==> src/rtl/ppc_map.vh <==
`ifndef PPC_MAP_VH
`define PPC_MAP_VH
// ==========================================
// Register offsets (word addresses)
`define PPC_OFS_IN_MODE0   4'h0
`define PPC_OFS_IN_MODE1   4'h1
`define PPC_OFS_IN_MODE2   4'h2
`define PPC_OFS_OUT_MODE0  4'h3
`define PPC_OFS_OUT_MODE1  4'h4
`define PPC_OFS_OUT_MODE2  4'h5
`define PPC_OFS_SKIP0      4'h6
`define PPC_OFS_SKIP1      4'h7
`define PPC_OFS_SKIP2      4'h8
`define PPC_OFS_OUT0       4'h9
`define PPC_OFS_OUT1       4'hA
`define PPC_OFS_OUT2       4'hB
`define PPC_OFS_PIN_READ   4'hC
`define PPC_OFS_CTRL       4'hD
`define PPC_OFS_MATCH      4'hE
`define PPC_OFS_IRQ        4'hF
// ==========================================
// Field positions
`define PPC_CTRL_XBAR_BIT  0
`define PPC_CTRL_WPUD_BIT  1
`define PPC_IRQ_STAT_LSB   0
`define PPC_IRQ_MASK_LSB   8
// ==========================================
// Sizes and reset values
`define PPC_NPIN           21
`define PPC_RST_IN_MODE    21'h1FFFFF
`define PPC_RST_ZERO       21'h00000
`define PPC_RST_PAD        21'h1FFFFF
`define PPC_RST_OUT        21'h1FFFFF
`define PPC_NEV            3
`endif

==> src/rtl/ppc_pin_cell.v <==
// ==========================================
// One port pin cell: drivers, pull-up, input receiver
module ppc_pin_cell (
   input  wire in_digital,
   input  wire push_pull,
   input  wire out_val,
   input  wire drv_allow,
   input  wire pu_disable,
   input  wire pad_sync,
   output wire pad_o,
   output wire pad_oe_n,
   output wire pullup_en,
   output wire pin_read
);
   // Drivers: low side when value is 0, high side only in push-pull
   wire drive_low  = drv_allow & in_digital & ~out_val;
   wire drive_high = drv_allow & in_digital & push_pull & out_val;
   assign pad_o    = out_val;
   assign pad_oe_n = ~(drive_low | drive_high);
   // Pull-up only on digital, undriven pins, not globally off
   assign pullup_en = in_digital & ~pu_disable & ~drive_low & ~drive_high;
   // Receiver is off in analog mode and reads 0
   assign pin_read = in_digital & pad_sync;
endmodule

==> src/rtl/ppc_port.v <==
// Operation
// After reset pins are high impedance with pull-ups on.
// Crossbar disabled keeps both output drivers off on all pins.
// Analog mode turns off pull-up, driver and receiver.
// Analog pins read back 0.
// Push-pull digital pins drive pad to the output value.
// Open-drain pins only drive low; value 1 leaves pad undriven.
// Undriven digital pins are pulled high; pull-up off while driving low.
// Global pull-up disable bit turns off every pull-up.
// Digital pins read the real pad level.
// Skipped pins are reserved and never get crossbar signals.
// Fixed analog functions use pins P0.0 to P0.3.
// Primary UART always lands on P0.4 and P0.5.
// Crossbar signals only go to unskipped pins P0.0 to P2.3.
// Pins P0.0 to P2.4 usable as GPIO, chosen by skip registers.
// Transition on selected digital pin raises an event.
// Events work on skipped and crossbar pins, never on analog pins; port match here still compares analog pins as 0.
// Ext interrupts select P0.0 to P0.7; port match covers P0.0 to P1.7.
// Input mode bit 1 selects digital, 0 analog.
// After reset all pins are digital.
//
// Chosen here: the register addresses and the Avalon-MM interface to the registers.
`include "ppc_map.vh"
module ppc_port (
   input  wire        clock,
   input  wire        rstn,
   input  wire [3:0]  avs_address,
   input  wire        avs_read,
   input  wire        avs_write,
   input  wire [31:0] avs_writedata,
   output reg  [31:0] avs_readdata,
   output wire        avs_waitrequest,
   input  wire [20:0] pad_i,
   output wire [20:0] pad_o,
   output wire [20:0] pad_oe_n,
   output wire [20:0] pullup_en,
   input  wire        uart_tx,
   output wire        uart_rx,
   output wire        uart_active,
   input  wire [20:0] periph_out,
   input  wire [20:0] periph_claim,
   output wire [20:0] periph_in,
   output wire [20:0] analog_pin,
   output wire        irq
);
   // ==========================================
   // Register state
   reg  [20:0] in_mode_q;
   reg  [20:0] out_mode_q;
   reg  [20:0] skip_q;
   reg  [20:0] out_val_q;
   reg         xbar_en_q;
   reg         wpud_q;
   reg         uart_en_q;
   reg  [7:0]  ext_sel_q;
   reg  [7:0]  mask0_q;
   reg  [7:0]  match0_q;
   reg  [7:0]  mask1_q;
   reg  [7:0]  match1_q;
   reg  [2:0]  stat_q;
   reg  [2:0]  ien_q;
   reg         ack_q;
   reg  [20:0] sync1_q;
   reg  [20:0] sync2_q;
   reg  [20:0] rd_prev_q;
   reg         match_prev_q;
   wire [20:0] rd_val;
   wire [20:0] out_final;
   wire [20:0] drv_pp;
   wire [20:0] routed;
   wire        access;
   wire [7:0]  wb0;

   assign access          = avs_read | avs_write;
   assign avs_waitrequest = access & ~ack_q;
   assign wb0             = avs_writedata[7:0];

   // Two-flop synchroniser for the pads, reset to the pulled-up idle level
   always @(posedge clock or negedge rstn) begin
      if (!rstn) begin
         sync1_q <= `PPC_RST_PAD;
         sync2_q <= `PPC_RST_PAD;
      end else begin
         sync1_q <= pad_i;
         sync2_q <= sync1_q;
      end
   end

   // ==========================================
   // Crossbar routing of peripheral outputs
   // UART is fixed on P0.4 (tx) and P0.5 (rx); other claims need unskipped pins below P2.4
   assign uart_active = xbar_en_q & uart_en_q;
   genvar gi;
   generate
      for (gi = 0; gi < `PPC_NPIN; gi = gi + 1) begin : g_pin
         wire is_uart = uart_active && (gi == 4 || gi == 5);
         wire can_xbar = (gi < 20) && !skip_q[gi] && !is_uart;
         assign routed[gi]    = xbar_en_q & can_xbar & periph_claim[gi];
         assign out_final[gi] = (gi == 4 && uart_active) ? uart_tx :
                                routed[gi] ? periph_out[gi] : out_val_q[gi];
         assign drv_pp[gi]    = (gi == 5 && uart_active) ? 1'b0 : out_mode_q[gi];
         assign periph_in[gi] = routed[gi] & rd_val[gi];
         assign analog_pin[gi] = ~in_mode_q[gi];
         ppc_pin_cell u_cell (
            .in_digital (in_mode_q[gi]),
            .push_pull  (drv_pp[gi]),
            .out_val    ((gi == 5 && uart_active) ? 1'b1 : out_final[gi]),
            .drv_allow  (xbar_en_q),
            .pu_disable (wpud_q),
            .pad_sync   (sync2_q[gi]),
            .pad_o      (pad_o[gi]),
            .pad_oe_n   (pad_oe_n[gi]),
            .pullup_en  (pullup_en[gi]),
            .pin_read   (rd_val[gi])
         );
      end
   endgenerate
   assign uart_rx = rd_val[5];

   // ==========================================
   // Event triggers: ext int 0/1 on port 0, port match on ports 0 and 1
   // Ext ints are gated off on analog pins; port match sees analog pins as 0 and can trigger
   wire [2:0] ev_pin_sel0 = ext_sel_q[2:0];
   wire [2:0] ev_pin_sel1 = ext_sel_q[6:4];
   wire       ev0_lvl = rd_val[ev_pin_sel0] ^ ext_sel_q[3];
   wire       ev1_lvl = rd_val[ev_pin_sel1] ^ ext_sel_q[7];
   wire       ev0_prev = rd_prev_q[ev_pin_sel0] ^ ext_sel_q[3];
   wire       ev1_prev = rd_prev_q[ev_pin_sel1] ^ ext_sel_q[7];
   wire       match_now = (((rd_val[7:0] ^ match0_q) & mask0_q) != 8'h00) ||
                          (((rd_val[15:8] ^ match1_q) & mask1_q) != 8'h00);
   wire [2:0] ev_set;
   assign ev_set[0] = ev0_lvl & ~ev0_prev & in_mode_q[ev_pin_sel0];
   assign ev_set[1] = ev1_lvl & ~ev1_prev & in_mode_q[ev_pin_sel1];
   assign ev_set[2] = match_now & ~match_prev_q;
   assign irq = |(stat_q & ien_q);

   always @(posedge clock or negedge rstn) begin
      if (!rstn) begin
         rd_prev_q    <= `PPC_RST_PAD;                                         // No false edge after reset
         match_prev_q <= 1'b0;
      end else begin
         rd_prev_q    <= rd_val;
         match_prev_q <= match_now;
      end
   end

   // ==========================================
   // Register writes and sticky status
   always @(posedge clock or negedge rstn) begin
      if (!rstn) begin
         in_mode_q  <= `PPC_RST_IN_MODE;
         out_mode_q <= `PPC_RST_ZERO;
         skip_q     <= `PPC_RST_ZERO;
         out_val_q  <= `PPC_RST_OUT;
         xbar_en_q  <= 1'b0;
         wpud_q     <= 1'b0;
         uart_en_q  <= 1'b0;
         ext_sel_q  <= 8'h00;
         mask0_q    <= 8'h00;
         match0_q   <= 8'h00;
         mask1_q    <= 8'h00;
         match1_q   <= 8'h00;
         stat_q     <= 3'h0;
         ien_q      <= 3'h0;
         ack_q      <= 1'b0;
      end else begin
         ack_q <= access & ~ack_q;
         // Set wins over write-one-to-clear
         if (avs_write && ack_q && avs_address == `PPC_OFS_IRQ)
            stat_q <= (stat_q & ~avs_writedata[2:0]) | ev_set;
         else
            stat_q <= stat_q | ev_set;
         if (avs_write && ack_q) begin
            case (avs_address)
               `PPC_OFS_IN_MODE0:  in_mode_q[7:0]   <= wb0;
               `PPC_OFS_IN_MODE1:  in_mode_q[15:8]  <= wb0;
               `PPC_OFS_IN_MODE2:  in_mode_q[20:16] <= avs_writedata[4:0];
               `PPC_OFS_OUT_MODE0: out_mode_q[7:0]   <= wb0;
               `PPC_OFS_OUT_MODE1: out_mode_q[15:8]  <= wb0;
               `PPC_OFS_OUT_MODE2: out_mode_q[20:16] <= avs_writedata[4:0];
               `PPC_OFS_SKIP0:     skip_q[7:0]   <= wb0;
               `PPC_OFS_SKIP1:     skip_q[15:8]  <= wb0;
               `PPC_OFS_SKIP2:     skip_q[20:16] <= avs_writedata[4:0];
               `PPC_OFS_OUT0:      out_val_q[7:0]   <= wb0;
               `PPC_OFS_OUT1:      out_val_q[15:8]  <= wb0;
               `PPC_OFS_OUT2:      out_val_q[20:16] <= avs_writedata[4:0];
               `PPC_OFS_CTRL: begin
                  xbar_en_q <= avs_writedata[`PPC_CTRL_XBAR_BIT];
                  wpud_q    <= avs_writedata[`PPC_CTRL_WPUD_BIT];
                  uart_en_q <= avs_writedata[2];
                  ext_sel_q <= avs_writedata[15:8];
               end
               `PPC_OFS_MATCH: begin
                  mask0_q  <= avs_writedata[7:0];
                  match0_q <= avs_writedata[15:8];
                  mask1_q  <= avs_writedata[23:16];
                  match1_q <= avs_writedata[31:24];
               end
               `PPC_OFS_IRQ: ien_q <= avs_writedata[10:8];
               default: ;
            endcase
         end
      end
   end

   // ==========================================
   // Read data, registered on the answer cycle
   always @(posedge clock or negedge rstn) begin
      if (!rstn) begin
         avs_readdata <= 32'h00000000;
      end else if (avs_read && !ack_q) begin
         case (avs_address)
            `PPC_OFS_IN_MODE0:  avs_readdata <= {24'h000000, in_mode_q[7:0]};
            `PPC_OFS_IN_MODE1:  avs_readdata <= {24'h000000, in_mode_q[15:8]};
            `PPC_OFS_IN_MODE2:  avs_readdata <= {27'h0, in_mode_q[20:16]};
            `PPC_OFS_OUT_MODE0: avs_readdata <= {24'h000000, out_mode_q[7:0]};
            `PPC_OFS_OUT_MODE1: avs_readdata <= {24'h000000, out_mode_q[15:8]};
            `PPC_OFS_OUT_MODE2: avs_readdata <= {27'h0, out_mode_q[20:16]};
            `PPC_OFS_SKIP0:     avs_readdata <= {24'h000000, skip_q[7:0]};
            `PPC_OFS_SKIP1:     avs_readdata <= {24'h000000, skip_q[15:8]};
            `PPC_OFS_SKIP2:     avs_readdata <= {27'h0, skip_q[20:16]};
            `PPC_OFS_OUT0:      avs_readdata <= {24'h000000, out_val_q[7:0]};
            `PPC_OFS_OUT1:      avs_readdata <= {24'h000000, out_val_q[15:8]};
            `PPC_OFS_OUT2:      avs_readdata <= {27'h0, out_val_q[20:16]};
            `PPC_OFS_PIN_READ:  avs_readdata <= {11'h0, rd_val};
            `PPC_OFS_CTRL:      avs_readdata <= {16'h0000, ext_sel_q, 5'h00, uart_en_q, wpud_q, xbar_en_q};
            `PPC_OFS_MATCH:     avs_readdata <= {match1_q, mask1_q, match0_q, mask0_q};
            `PPC_OFS_IRQ:       avs_readdata <= {21'h0, ien_q, 5'h00, stat_q};
            default:            avs_readdata <= 32'h00000000;
         endcase
      end
   end
endmodule

==> config.mk <==
export PLATFORM = sky130hd
export DESIGN_NAME = ppc_port
export DESIGN_NICKNAME = d
export VERILOG_FILES = /design/src/rtl/ppc_pin_cell.v /design/src/rtl/ppc_port.v
export VERILOG_INCLUDE_DIRS = /design/src /design/src/rtl
export SDC_FILE = /design/constraint.sdc
export NUM_CORES = 1
export LEC_CHECK = 0
export CORE_ASPECT_RATIO = 2
export CORE_MARGIN = 2
export CORE_UTILIZATION = 58
export DETAILED_ROUTE_END_ITERATION = 12
export DONT_BUFFER_PORTS = 1
export PLACE_DENSITY = 0.73
export SKIP_CTS_REPAIR_TIMING = 1
export SLEW_MARGIN = 20
export SYNTH_ARGS = -nofsm -noshare
export SYNTH_HDL_FRONTEND = slang
export SYNTH_SLANG_ARGS = --single-unit
export TNS_END_PERCENT = 20
==> constraint.sdc <==
create_clock -name clock -period 1.8 [get_ports clock]
set_input_delay 0.36 -clock clock [delete_from_list [all_inputs] [get_ports clock]]
set_output_delay 0.36 -clock clock [all_outputs]
set_load 0.01 [all_outputs]
==> results of run 1 <==
==> flip-flops by register name, indices dropped and copies added (netlist names), 8 cells and up <==
signal	cells
avs_readdata	32
in_mode_q	21
out_mode_q	21
out_val_q	21
skip_q	21
sync1_q	21
sync2_q	21
ext_sel_q	8
mask0_q	8
mask1_q	8
match0_q	8
match1_q	8
rd_prev_q	8
==> kinds of logic (layout without fill, tap and decap cells) <==
| logic type | count (synthesis) | in the layout | synth area share (%) |
|---|---|---|---|
| buffers and inverters | 174 | 323 | 8.52 |
| muxes | 178 | 178 | 18.4 |
| xor gates and xnor gates | 4 | 4 | 0.309 |
| and+or+nand+nor | 283 | 283 | 13.5 |
| DFF | 217 | 217 | 49.0 |
| other | 1 | 1 | 0.0331 |
| AOI/OAI and AO/OA | 171 | 171 | 10.2 |
==> metal layers <==
layer | track usage (%) | up-vias | routed length, um
met5 | 0 | - | 13
met4 | 21.8 | 2 | 3110
met3 | 5.97 | 166 | 2660
met2 | 62.3 | 506 | 19600
met1 | 38.6 | 4451 | 12500
li1 | - | 3866 | -
==> cells in the mapped netlist, types with 4 or more instances <==
cell,count
nand4b_1,7
nor2_2,7
clkbuf_1,16
xnor2_1,4
nand3_1,16
nand4_1,6
o21ai_1,7
nand2_1,91
or2_2,13
o32ai_1,5
mux2_1,11
a31oi_1,9
buf_4,70
nor3_1,11
nor2b_1,11
mux2_2,120
a211oi_1,6
a22oi_1,8
nor2_1,43
a21oi_1,17
nor2_4,4
a32oi_1,5
o21ai_0,56
nor3b_1,19
buf_1,4
dfrtp_1,125
nand2b_1,11
and3_1,8
nand3b_1,14
and2_1,6
inv_1,52
mux4_2,11
dfstp_2,92
a21o_1,4
a22o_1,14
mux2i_1,36
buf_2,27
a221o_1,9
a2111oi_0,6
==> stage by stage <==
step | hold slack, ps | util (%) | instance area [um2] | cells | power [mW]
detailed placement | 77.4 | 64.2 | 12400 | 1353 | 10.8
floorplan | 64.4 | - | 11300 | 1028 | 9.33
global route | -455 | 71.3 | 13700 | 1436 | 16.3
global placement | 73.9 | 64.2 | 12400 | 1353 | 10.7
finish | -438 | 71.3 | 13700 | 1436 | 15.7
CTS | -445 | 67.8 | 13100 | 1389 | 15.3
==> area by class of cell <==
class,count,area share (%)
flip-flops and latches,217,40.4
multi-input cells,637,36.4
repair buffers,232,14.3
clock buffers,33,4.75
well taps,259,2.36
inverters,55,1.50
clock inverters,3,0.291
==> placed cells by master, fill, tap and decap left out, types with 7 or more instances in the layout <==
| master | synthesis | final |
|---|---|---|
| a221o_1 | 9 | 9 |
| or2_2 | 13 | 10 |
| o21ai_1 | 7 | 16 |
| buf_12 | 0 | 7 |
| and3_1 | 8 | 8 |
| mux2i_1 | 36 | 33 |
| a21oi_1 | 17 | 16 |
| o21ai_0 | 56 | 43 |
| nand3b_1 | 14 | 14 |
| buf_6 | 2 | 11 |
| mux4_2 | 11 | 11 |
| nand2b_1 | 11 | 8 |
| clkbuf_16 | 0 | 23 |
| buf_4 | 70 | 177 |
| nor2b_1 | 11 | 9 |
| nor3b_1 | 19 | 14 |
| nor2_2 | 7 | 11 |
| a22o_1 | 14 | 14 |
| nand2_2 | 1 | 7 |
| nor3_1 | 11 | 11 |
| a22oi_1 | 8 | 8 |
| nand2_1 | 91 | 84 |
| mux2_1 | 11 | 11 |
| nor2_1 | 43 | 37 |
| mux2_2 | 120 | 115 |
| dfrtp_1 | 125 | 123 |
| inv_1 | 52 | 49 |
| nand3_1 | 16 | 15 |
| dfstp_2 | 92 | 92 |
| a31oi_1 | 9 | 9 |
| dlygate4sd3_1 | 0 | 37 |
| nand4b_1 | 7 | 7 |
==> worst min-delay path by stage <==
| stage | start | end |
|---|---|---|
| 3_3_place_gp | rstn | uart_en_q$_DFFE_PN0P_ |
| 5_1_grt | rstn | ext_sel_q[4]$_DFFE_PN0P_ |
| 6_report | rstn | ext_sel_q[4]$_DFFE_PN0P_ |
| 4_1_cts | rstn | skip_q[5]$_DFFE_PN0P_ |
| 2_1_floorplan | rstn | ack_q$_DFF_PN0_ |
| 3_5_place_dp | rstn | ext_sel_q[5]$_DFFE_PN0P_ |
==> power by group through the flow <==
stage	clock [mW]	sequential, mW	combinational, mW
finish	4.47	6.79	4.45
global route	4.70	6.86	4.72
CTS	4.50	6.74	4.03
detailed placement	0	6.82	4.00
global placement	0	6.79	3.92
floorplan	0	6.47	2.86
==> tab_implementation.tex, run 1 <==
\begin{tabular}{lr}
\hline
Metric & Value \\
\hline
\multicolumn{2}{l}{\textbf{Status}} \\
\quad Outcome & finished, violations left \\
\quad Violations in the final reports & negative hold slack, negative setup slack \\
\multicolumn{2}{l}{\textbf{STA}} \\
\quad Final setup slack of the worst path & -699 ps \\
\quad Slew Viols, Final & 0 \\
\quad Max Clk Rate & 400 MHz \\
\quad Setup total negative slack & -33,300 ps \\
\quad Final Hold Fails & 220 \\
\quad Final setup violating endpoints & 83 \\
\quad Final Skew & 11.6 ps \\
\quad Fraction of the cycle the final worst path needs & 139\% \\
\quad Time the final worst path needs with I/O delays and setup & 2500 ps \\
\quad Worst hold slack & -438 ps \\
\quad RSZ-0062 raised after global routing & true \\
\quad Actual slew at the worst max-slew pin & 655 ps \\
\quad Worst slew margin relative to its limit & 55.9\% \\
\multicolumn{2}{l}{\textbf{Clocking}} \\
\quad Clock tree buffer depth & 3 \\
\quad CTS Root Cell & clkbuf\_16 \\
\quad Clock net sink count & 217 \\
\quad Later-pin clock latency in the skew report & 500 ps \\
\quad Clock slew at the register clock pins of the worst setup and hold paths & 60 ps \\
\quad Cts bufs inserted & 20 \\
\quad H-tree lvl count & 1 \\
\quad CTS tree & built \\
\multicolumn{2}{l}{\textbf{Yosys}} \\
\quad Share of async-settable or async-resettable flops after synthesis & 100\% \\
\quad Syn avg cell area & 11.0 um2 \\
\quad Post-Synthesis Net Count & 1,132 \\
\quad Cell types occupying the most area after synthesis & dfrtp\_1, dfstp\_2, mux2\_2 \\
\quad Ys flop type & dfrtp\_1 \\
\quad Synth cell types & 73 \\
\quad Largest area contributor in the synthesized netlist & dfrtp\_1 \\
\quad Number of warnings issued by yosys & 0 \\
\quad Post-synthesis instance area & 11,300 um2 \\
\quad Number of enable-type register cells in the synthesized netlist & 0 \\
\quad Area fraction of the dominant cell type after synthesis & 27.6\% \\
\quad Synthesized instance count & 1,028 \\
\quad Sequential element share of the synthesized area & 49.0\% \\
\quad Flop and latch count out of synthesis & 217 \\
\multicolumn{2}{l}{\textbf{Setup path}} \\
\quad Critical path startpoint category & register \\
\quad Largest delay share family, worst path & buffers and inverters \\
\quad Critical Path Sink & pullup\_en[1] \\
\quad Classification of the worst setup path & register to output pin \\
\quad Peak fanout along the critical path & 13 \\
\quad Worst reg-to-reg path cell count & 6 \\
\quad Required time of the worst setup path & 1440 ps \\
\quad Worst endpoint data arrival time & 2140 ps \\
\quad Capturing element type of the critical path & output pin \\
\quad Cell with the largest stage delay on the worst path & dfrtp\_1 \\
\quad Launching point of the worst reg2reg path & sync2\_q[4]\$\_DFF\_PN1\_ \\
\quad Worst path depth & 7 \\
\quad Number of buffer and inverter instances along the worst setup path & 3 \\
\quad Largest incremental delay on the critical path & 390 ps \\
\quad Capture instance of the worst register-to-register path & stat\_q[2]\$\_DFF\_PN0\_ \\
\quad Reg-to-reg setup timing slack & -50 ps \\
\quad Most numerous cell on the critical path & buf\_4 \\
\quad Cell chain of the critical path & buf\_4, buf\_6, nand3b\_1, mux2i\_1, o21ai\_2, nor3b\_2, buf\_4 \\
\quad Worst setup path start & xbar\_en\_q\$\_DFFE\_PN0P\_ \\
\multicolumn{2}{l}{\textbf{Power and ir drop}} \\
\quad Total leakage power & 6.08 nW \\
\quad Power per standard cell area & 1140 nW/um2 \\
\quad Switching component of the power & 4.91 mW \\
\quad Reg power frac & 43.2\% \\
\quad Clock power frac & 28.5\% \\
\quad Net Sw Frac & 31.3\% \\
\quad Worst vdd rail ir drop & 0.918 mV \\
\quad Internal power component & 10.8 mW \\
\quad Power share of the combinational group & 28.3\% \\
\multicolumn{2}{l}{\textbf{Global route}} \\
\quad Number of antenna violations at the first check in global routing & 1 \\
\quad Via count of the first global-routing pass & 8,816 \\
\quad First-pass GRT wire length & 53.7 mm \\
\quad Pin count of the biggest net entering global routing & 218 \\
\quad Gr usage total & 35.5\% \\
\quad Global route overflow & 0 \\
\multicolumn{2}{l}{\textbf{Placed design}} \\
\quad Final weighted congestion in routability-driven placement & 1.01 \\
\quad Pre-CTS WS & -174 ps \\
\quad DP HPWL & 28.0 mm \\
\quad Port-buffer cells & 0 \\
\multicolumn{2}{l}{\textbf{Detailed routing}} \\
\quad Violation count after the first detailed-route iteration & 614 \\
\quad Final routed wirelength across all metal layers & 37.9 mm \\
\quad Wire length per cell & 26.4 um \\
\quad Number of iterations in the first detailed-routing pass & 5 \\
\quad Drt drc & 0 \\
\quad Detailed-route vias per instance & 6.26 \\
\quad Routed Antenna Nets & 0 \\
\quad Overall via count from detail\_route & 8,991 \\
\multicolumn{2}{l}{\textbf{Floorplan}} \\
\quad Die height & 202 um \\
\quad Cell row count & 72 \\
\quad Area of the die & 20,700 um2 \\
\quad Total core area & 19,300 um2 \\
\quad Width of the die & 103 um \\
\quad Starting Density & 58.7\% \\
\quad I/O pin count & 245 \\
\multicolumn{2}{l}{\textbf{Finish}} \\
\quad Fill cell instance count of the final layout & 1,408 \\
\quad Share of final-layout standard cells stronger than drive strength 1 & 44.6\% \\
\quad Antenna diodes & 0 \\
\quad Final layout net count & 1,267 \\
\quad Sequential standard cell area & 5550 um2 \\
\quad Area of combinational cells with multiple inputs & 5000 um2 \\
\quad Syn-to-layout area delta & 21.4\% \\
\multicolumn{2}{l}{\textbf{Hold path}} \\
\quad Worst min-delay path category & input pin to asynchronous set/reset pin \\
\multicolumn{2}{l}{\textbf{Job}} \\
\quad Max Cap Viol & 0 \\
\hline
\end{tabular}
No activity file was read; power rests on OpenSTA's default activity.
==> run 2, diff against run 1 <==
==> constraint.sdc (replaced) <==
create_clock -name clock -period 1.8 [get_ports clock]
set_input_delay 0.18 -clock clock [delete_from_list [all_inputs] [get_ports clock]]
set_output_delay 0.18 -clock clock [all_outputs]
set_load 0.01 [all_outputs]
==> run 2 against run 1 <==
Compared with the run above:
- largest cell class unchanged
- core utilization is 1.1 points lower
- clock power decreased by 2%
- sequential power grew 0.6%
- hold slack worse by 190 ps
- fmax increased by 6.8%
- cell area shrank 1.6%
- routed wire length down 0.24%
- sequential share of layout area rose by 0.64 points
- clock skew fell by 0.99 ps
- cell count down 1.4%
- clock-buffer cell count down 4
- the run still ends with negative hold slack, negative setup slack left
- global-route usage down 0.30 points
==> tab_implementation.tex, run 2 (synthesis gave the netlist of run 1 again) <==
\begin{tabular}{lr}
\hline
Metric & Value \\
\hline
\multicolumn{2}{l}{\textbf{Status}} \\
\quad Outcome & finished, violations left \\
\quad Violations in the final reports & negative hold slack, negative setup slack \\
\multicolumn{2}{l}{\textbf{Finish}} \\
\quad Number of flip-flops under the largest register name & 32 (unchanged) \\
\quad Final Instance Area & 13,500 um2 (-1.6\%) \\
\quad Sequential standard cell area & 5550 um2 (about the same) \\
\quad Register containing the most flip-flops in the final layout & avs\_readdata \\
\quad Final Util & 70.1\% (-1.1 points) \\
\quad Syn-to-layout area delta & 19.4\% \\
\quad Fill cell instance count of the final layout & 1,452 (+3.1\%) \\
\quad Final layout net count & 1,247 (-1.6\%) \\
\quad Antenna diodes & 0 (unchanged) \\
\quad Most used cells in the layout excluding fill and tap cells & buf\_4, dfrtp\_1, mux2\_2, dfstp\_2, nand2\_1 \\
\quad Leading cell type in the layout, fill and taps excluded & buf\_4 \\
\quad Area of combinational cells with multiple inputs & 4960 um2 (-0.90\%) \\
\quad Share of final-layout standard cells stronger than drive strength 1 & 40.8\% (-3.8 points) \\
\multicolumn{2}{l}{\textbf{Setup path}} \\
\quad Classification of the worst setup path & register to output pin \\
\quad Capturing element type of the critical path & output pin \\
\quad Launching point of the worst reg2reg path & sync2\_q[0]\$\_DFF\_PN1\_ \\
\quad Required time of the worst setup path & 1620 ps (+180 ps) \\
\quad Largest incremental delay on the critical path & 410 ps (+20 ps) \\
\quad Critical Path Sink & pullup\_en[6] \\
\quad Most numerous cell on the critical path & buf\_12 \\
\quad Worst reg-to-reg path cell count & 6 (unchanged) \\
\quad Critical path startpoint category & register \\
\quad Worst setup path start & xbar\_en\_q\$\_DFFE\_PN0P\_ \\
\quad Number of buffer and inverter instances along the worst setup path & 3 (unchanged) \\
\quad Peak fanout along the critical path & 18 (+5) \\
\quad Reg-to-reg setup timing slack & -50 ps (about the same) \\
\quad Worst path depth & 7 (unchanged) \\
\quad Cell with the largest stage delay on the worst path & dfrtp\_1 \\
\quad Largest delay share family, worst path & buffers and inverters \\
\quad Capture instance of the worst register-to-register path & stat\_q[2]\$\_DFF\_PN0\_ \\
\quad Cell chain of the critical path & buf\_12, buf\_12, nand3b\_1, mux2i\_1, o21ai\_1, nor3b\_2, buf\_4 \\
\quad Worst endpoint data arrival time & 2160 ps (+20 ps) \\
\multicolumn{2}{l}{\textbf{Detailed routing}} \\
\quad Detailed-route vias per instance & 6.34 (+1.3\%) \\
\quad Violation count after the first detailed-route iteration & 715 (+16\%) \\
\quad Number of iterations in the first detailed-routing pass & 5 (unchanged) \\
\quad Drt drc & 0 (unchanged) \\
\quad Wire length per cell & 26.7 um (+1.2\%) \\
\quad Routed Antenna Nets & 0 (unchanged) \\
\quad Final routed wirelength across all metal layers & 37.8 mm (-0.24\%) \\
\quad Overall via count from detail\_route & 8,978 (-0.14\%) \\
\multicolumn{2}{l}{\textbf{Placed design}} \\
\quad Port-buffer cells & 0 (unchanged) \\
\quad Instance area after placement & 12,100 um2 (-2.3\%) \\
\quad DP HPWL & 27.7 mm (-1.3\%) \\
\quad Final weighted congestion in routability-driven placement & 1.03 (+1.8\%) \\
\multicolumn{2}{l}{\textbf{Global route}} \\
\quad Gr usage total & 35.2\% (-0.30 points) \\
\quad Pin count of the biggest net entering global routing & 218 (unchanged) \\
\quad Global route overflow & 0 (unchanged) \\
\quad Number of antenna violations at the first check in global routing & 0 (-1) \\
\quad First-pass GRT wire length & 53.2 mm (-0.89\%) \\
\quad Via count of the first global-routing pass & 8,800 (-0.18\%) \\
\multicolumn{2}{l}{\textbf{Hold path}} \\
\quad Worst min-delay path category & input pin to asynchronous set/reset pin \\
\multicolumn{2}{l}{\textbf{Power and ir drop}} \\
\quad Power share of the combinational group & 27.2\% (-1.1 points) \\
\quad Total leakage power & 5.96 nW (-2.1\%) \\
\quad Reg power frac & 44.3\% (+1.1 points) \\
\quad Switching component of the power & 4.94 mW (+0.68\%) \\
\quad Worst vdd rail ir drop & 0.974 mV (+6.2\%) \\
\quad Clock power frac & 28.4\% (about the same) \\
\quad Internal power component & 10.5 mW (-3.1\%) \\
\quad Net Sw Frac & 32.1\% (+0.82 points) \\
\quad Power per standard cell area & 1140 nW/um2 (-0.31\%) \\
\multicolumn{2}{l}{\textbf{Floorplan}} \\
\quad Area of the die & 20,700 um2 (unchanged) \\
\quad Cell row count & 72 (unchanged) \\
\quad Die height & 202 um (unchanged) \\
\quad Total core area & 19,300 um2 (unchanged) \\
\quad I/O pin count & 245 (unchanged) \\
\quad Starting Density & 58.7\% (unchanged) \\
\quad Width of the die & 103 um (unchanged) \\
\multicolumn{2}{l}{\textbf{STA}} \\
\quad Worst hold slack & -624 ps (-187 ps) \\
\quad Time the final worst path needs with I/O delays and setup & 2340 ps (-159 ps) \\
\quad Actual slew at the worst max-slew pin & 1090 ps (+434 ps) \\
\quad RSZ-0062 raised after global routing & true \\
\quad Slew Viols, Final & 0 (unchanged) \\
\quad Final setup violating endpoints & 66 (-20\%) \\
\quad Fraction of the cycle the final worst path needs & 130\% (-8.8 points) \\
\quad Final setup slack of the worst path & -540 ps (+159 ps) \\
\quad Final Hold Fails & 217 (-1.4\%) \\
\quad Worst slew margin relative to its limit & 27.3\% (-29 points) \\
\quad Final Skew & 10.6 ps (-0.986 ps) \\
\quad Max Clk Rate & 427 MHz (+6.8\%) \\
\multicolumn{2}{l}{\textbf{Clocking}} \\
\quad Cts bufs inserted & 21 (+5.0\%) \\
\quad Clock slew at the register clock pins of the worst setup and hold paths & 70 ps (about the same) \\
\quad CTS Root Cell & clkbuf\_16 \\
\quad Later-pin clock latency in the skew report & 500 ps (about the same) \\
\quad CTS tree & built \\
\quad Clock net sink count & 217 (unchanged) \\
\quad H-tree lvl count & 1 (unchanged) \\
\quad Clock tree buffer depth & 3 (unchanged) \\
\multicolumn{2}{l}{\textbf{Job}} \\
\quad Max Cap Viol & 0 (unchanged) \\
\hline
\end{tabular}
-- run 2: per-stage QoR --
stage / total power, mW / hold WS [ps] / setup slack, ps / setup TNS [ps] / instances
floorplan: 9.29 / -116 / 98.7 / 0 / 1028
global placement: 10.6 / -107 / -99.5 / -133 / 1317
detailed placement: 10.7 / -106 / -155 / -181 / 1317
CTS: 15.0 / -626 / -511 / -18970 / 1354
global route: 16.0 / -635 / -567 / -21720 / 1416
finish: 15.4 / -624 / -540 / -17950 / 1416
-- run 2: power groups by stage --
stage	clock network, mW	registers (mW)	logic [mW]
floorplan	0	6.47	2.83
global placement	0	6.84	3.74
detailed placement	0	6.86	3.80
CTS	4.41	6.79	3.82
global route	4.62	6.89	4.45
finish	4.38	6.83	4.20
-- run 2: cell type report --
| cell class | instances | area share (%) |
|---|---|---|
| Tap cell | 259 | 2.40 |
| Inverter | 55 | 1.53 |
| Multi-Input combinational cell | 637 | 36.7 |
| Clock inverter | 8 | 0.555 |
| Sequential cell | 217 | 41.0 |
| Timing Repair Buffer | 211 | 13.4 |
| Clock buffer | 29 | 4.40 |
-- run 2: layer usage --
| layer | vias to the layer above | global-route usage (%) | share of wire, % |
|---|---|---|---|
| li1 | 3816 | - | - |
| met1 | 4469 | 38.1 | 32 |
| met2 | 512 | 60.5 | 52 |
| met3 | 181 | 6.46 | 7.6 |
| met4 | 0 | 23.8 | 8.7 |
| met5 | - | 0 | 0 |
-- run 2: how the worst min path moves through the flow --
stage                                           to  slack (ps)  cells past startpoint
after detailed placement  ext_sel_q[5]$_DFFE_PN0P_        -110                      0
after CTS                 ext_sel_q[5]$_DFFE_PN0P_        -630                      0
final                     ext_sel_q[5]$_DFFE_PN0P_        -620                      0
after global routing      ext_sel_q[5]$_DFFE_PN0P_        -640                      0
after global placement    ext_sel_q[5]$_DFFE_PN0P_        -110                      0
after floorplan                    ack_q$_DFF_PN0_        -120                      0
==> run 3, diff against run 2 <==
--- a/config.mk
+++ b/config.mk
@@ -8,10 +8,10 @@
 export LEC_CHECK = 0
 export CORE_ASPECT_RATIO = 2
 export CORE_MARGIN = 2
-export CORE_UTILIZATION = 58
+export CORE_UTILIZATION = 35
 export DETAILED_ROUTE_END_ITERATION = 12
 export DONT_BUFFER_PORTS = 1
-export PLACE_DENSITY = 0.73
+export PLACE_DENSITY = 0.48
 export SKIP_CTS_REPAIR_TIMING = 1
 export SLEW_MARGIN = 20
 export SYNTH_ARGS = -nofsm -noshare
==> run 3 against run 2 <==
Compared with the run above:
- the flow still finishes with violations (negative hold slack, negative setup slack)
- first-iteration DRC count shrank 22%
- die area increased by 64%
- routed wire length grew 17%
- non-clock buffer count fell by 3
- total power increased by 6.4%
- largest power group unchanged
==> tab_implementation.tex, run 3 (synthesis gave the netlist of run 1 again) <==
\begin{tabular}{lr}
\hline
Metric & Value \\
\hline
\multicolumn{2}{l}{\textbf{STA}} \\
\quad RSZ-0062 raised after global routing & true \\
\quad Fraction of the cycle the final worst path needs & 125\% (-5.1 points) \\
\quad Worst slew margin relative to its limit & 48.9\% (+22 points) \\
\quad Final setup violating endpoints & 72 (+9.1\%) \\
\quad Actual slew at the worst max-slew pin & 764 ps (-325 ps) \\
\quad Worst hold slack & -635 ps (-10.5 ps) \\
\quad Max Clk Rate & 445 MHz (+4.1\%) \\
\quad Final Hold Fails & 221 (+1.8\%) \\
\quad Final Skew & 8.85 ps (-1.79 ps) \\
\quad Slew Viols, Final & 0 (unchanged) \\
\quad Time the final worst path needs with I/O delays and setup & 2250 ps (-91.1 ps) \\
\quad Final setup slack of the worst path & -449 ps (+91.1 ps) \\
\multicolumn{2}{l}{\textbf{Hold path}} \\
\quad Worst min-delay path category & input pin to asynchronous set/reset pin \\
\multicolumn{2}{l}{\textbf{Finish}} \\
\quad Final Instance Area & 13,900 um2 (+3.1\%) \\
\quad Final Util & 43.6\% (-27 points) \\
\quad Leading cell type in the layout, fill and taps excluded & buf\_4 \\
\quad Number of flip-flops under the largest register name & 32 (unchanged) \\
\quad Most used cells in the layout excluding fill and tap cells & buf\_4, dfrtp\_1, mux2\_2, dfstp\_2, nand2\_1 \\
\quad Syn-to-layout area delta & 23.1\% \\
\quad Share of final-layout standard cells stronger than drive strength 1 & 42.4\% (+1.6 points) \\
\quad Antenna diodes & 0 (unchanged) \\
\quad Final layout net count & 1,246 (-0.080\%) \\
\quad Register containing the most flip-flops in the final layout & avs\_readdata \\
\quad Filler-free cell count of the finished design & 1,586 (+12\%) \\
\multicolumn{2}{l}{\textbf{Global route}} \\
\quad First-pass GRT wire length & 61.8 mm (+16\%) \\
\quad Via count of the first global-routing pass & 8,750 (-0.57\%) \\
\quad Global route overflow & 0 (unchanged) \\
\quad Pin count of the biggest net entering global routing & 218 (unchanged) \\
\quad Gr usage total & 25.0\% (-10 points) \\
\quad Number of antenna violations at the first check in global routing & 0 (unchanged) \\
\multicolumn{2}{l}{\textbf{Clocking}} \\
\quad Cts bufs inserted & 23 (+9.5\%) \\
\quad Clock tree buffer depth & 3 (unchanged) \\
\quad H-tree lvl count & 1 (unchanged) \\
\quad Clock slew at the register clock pins of the worst setup and hold paths & 60 ps (about the same) \\
\quad Later-pin clock latency in the skew report & 540 ps (+40 ps) \\
\quad CTS tree & built \\
\quad CTS Root Cell & clkbuf\_16 \\
\quad Clock net sink count & 217 (unchanged) \\
\multicolumn{2}{l}{\textbf{Power and ir drop}} \\
\quad Worst vdd rail ir drop & 0.833 mV (-15\%) \\
\quad Power per standard cell area & 1180 nW/um2 (+3.3\%) \\
\quad Power Total & 16.4 mW (+6.4\%) \\
\quad Total leakage power & 5.98 nW (+0.35\%) \\
\multicolumn{2}{l}{\textbf{Placed design}} \\
\quad \# placed instances & 1,472 (+12\%) \\
\quad DP HPWL & 33.3 mm (+20\%) \\
\quad Instance area after placement & 12,200 um2 (+0.98\%) \\
\quad Final weighted congestion in routability-driven placement & 0.940 (-8.9\%) \\
\quad Port-buffer cells & 0 (unchanged) \\
\multicolumn{2}{l}{\textbf{Floorplan}} \\
\quad Width of the die & 131 um (+28\%) \\
\quad Die height & 258 um (+28\%) \\
\quad Area of the die & 33,900 um2 (+64\%) \\
\quad Starting Density & 35.4\% (-23 points) \\
\quad Total core area & 32,000 um2 (+66\%) \\
\quad I/O pin count & 245 (unchanged) \\
\quad Cell row count & 93 (+29\%) \\
\multicolumn{2}{l}{\textbf{Setup path}} \\
\quad Worst endpoint data arrival time & 2070 ps (-90 ps) \\
\quad Classification of the worst setup path & register to output pin \\
\quad Required time of the worst setup path & 1620 ps (about the same) \\
\quad Reg-to-reg setup timing slack & -100 ps (-50 ps) \\
\quad Peak fanout along the critical path & 12 (-6) \\
\quad Worst reg-to-reg path cell count & 7 (+1) \\
\quad Launching point of the worst reg2reg path & sync2\_q[3]\$\_DFF\_PN1\_ \\
\quad Capture instance of the worst register-to-register path & stat\_q[2]\$\_DFF\_PN0\_ \\
\quad Capturing element type of the critical path & output pin \\
\quad Critical path startpoint category & register \\
\multicolumn{2}{l}{\textbf{Detailed routing}} \\
\quad Overall via count from detail\_route & 8,666 (-3.5\%) \\
\quad Wire length per cell & 27.9 um (+4.4\%) \\
\quad Final routed wirelength across all metal layers & 44.3 mm (+17\%) \\
\quad Detailed-route vias per instance & 5.46 (-14\%) \\
\quad Drt drc & 0 (unchanged) \\
\quad Number of iterations in the first detailed-routing pass & 5 (unchanged) \\
\quad Violation count after the first detailed-route iteration & 559 (-22\%) \\
\quad Routed Antenna Nets & 0 (unchanged) \\
\multicolumn{2}{l}{\textbf{Status}} \\
\quad Outcome & finished, violations left \\
\quad Violations in the final reports & negative hold slack, negative setup slack \\
\multicolumn{2}{l}{\textbf{Job}} \\
\quad Max Cap Viol & 0 (unchanged) \\
\hline
\end{tabular}
## run 3: changes by cell type in the layout (fill, tap and decap cells not counted), sizes merged
cell    before  now
buf        154  150
bufinv       1    3
clkbuf      29   35
clkinv       7    3
inv         54   56
## run 3: layout make-up
cell class	count	area (um2)
Inverter	55	206
Fill cell	3117	18100
Clock buffer	34	677
Tap cell	427	534
Sequential cell	217	5550
Multi-Input combinational cell	637	5030
Clock inverter	8	131
Timing Repair Buffer	208	1810
## run 3: layer usage
metal	global-route usage (%)	vias to the layer above	wire, um
li1	-	3810	-
met1	25.2	4446	15100
met2	48.7	325	24700
met3	3.74	85	2050
met4	13.3	0	2410
met5	0	-	0
## run 3: worst max path at each step
stage | startpoint | end | slack, ps | depth (start not counted)
2_1_floorplan | in_mode_q[3]$_DFFE_PN1P_ | stat_q[2]$_DFF_PN0_ | 100 | 7
3_3_place_gp | sync2_q[12]$_DFF_PN1_ | stat_q[2]$_DFF_PN0_ | -110 | 5
3_5_place_dp | sync2_q[12]$_DFF_PN1_ | stat_q[2]$_DFF_PN0_ | -140 | 5
4_1_cts | skip_q[5]$_DFFE_PN0P_ | pullup_en[5] | -600 | 6
5_1_grt | xbar_en_q$_DFFE_PN0P_ | pullup_en[13] | -530 | 6
6_report | xbar_en_q$_DFFE_PN0P_ | pullup_en[13] | -450 | 6
## run 3: where the power goes
group,switching (mW),internal (mW)
sequential,1.01,5.91
combinational,2.17,2.14
clock,2.12,3.05
total,5.30,11.1
## run 3: metrics by stage
stage	TNS [ps]	setup WS [ps]
6_report	-18070	-449
5_1_grt	-23580	-531
4_1_cts	-20940	-597
3_5_place_dp	-282	-144
3_3_place_gp	-197	-106
2_1_floorplan	0	98.7
## run 3: critical path, stage by stage, from the launching register on
cell and delay, ps:
dfrtp_2 470, buf_12 180, nand2_1 90, mux2_4 320
a21o_1 180, nor3b_2 150, buf_4 140
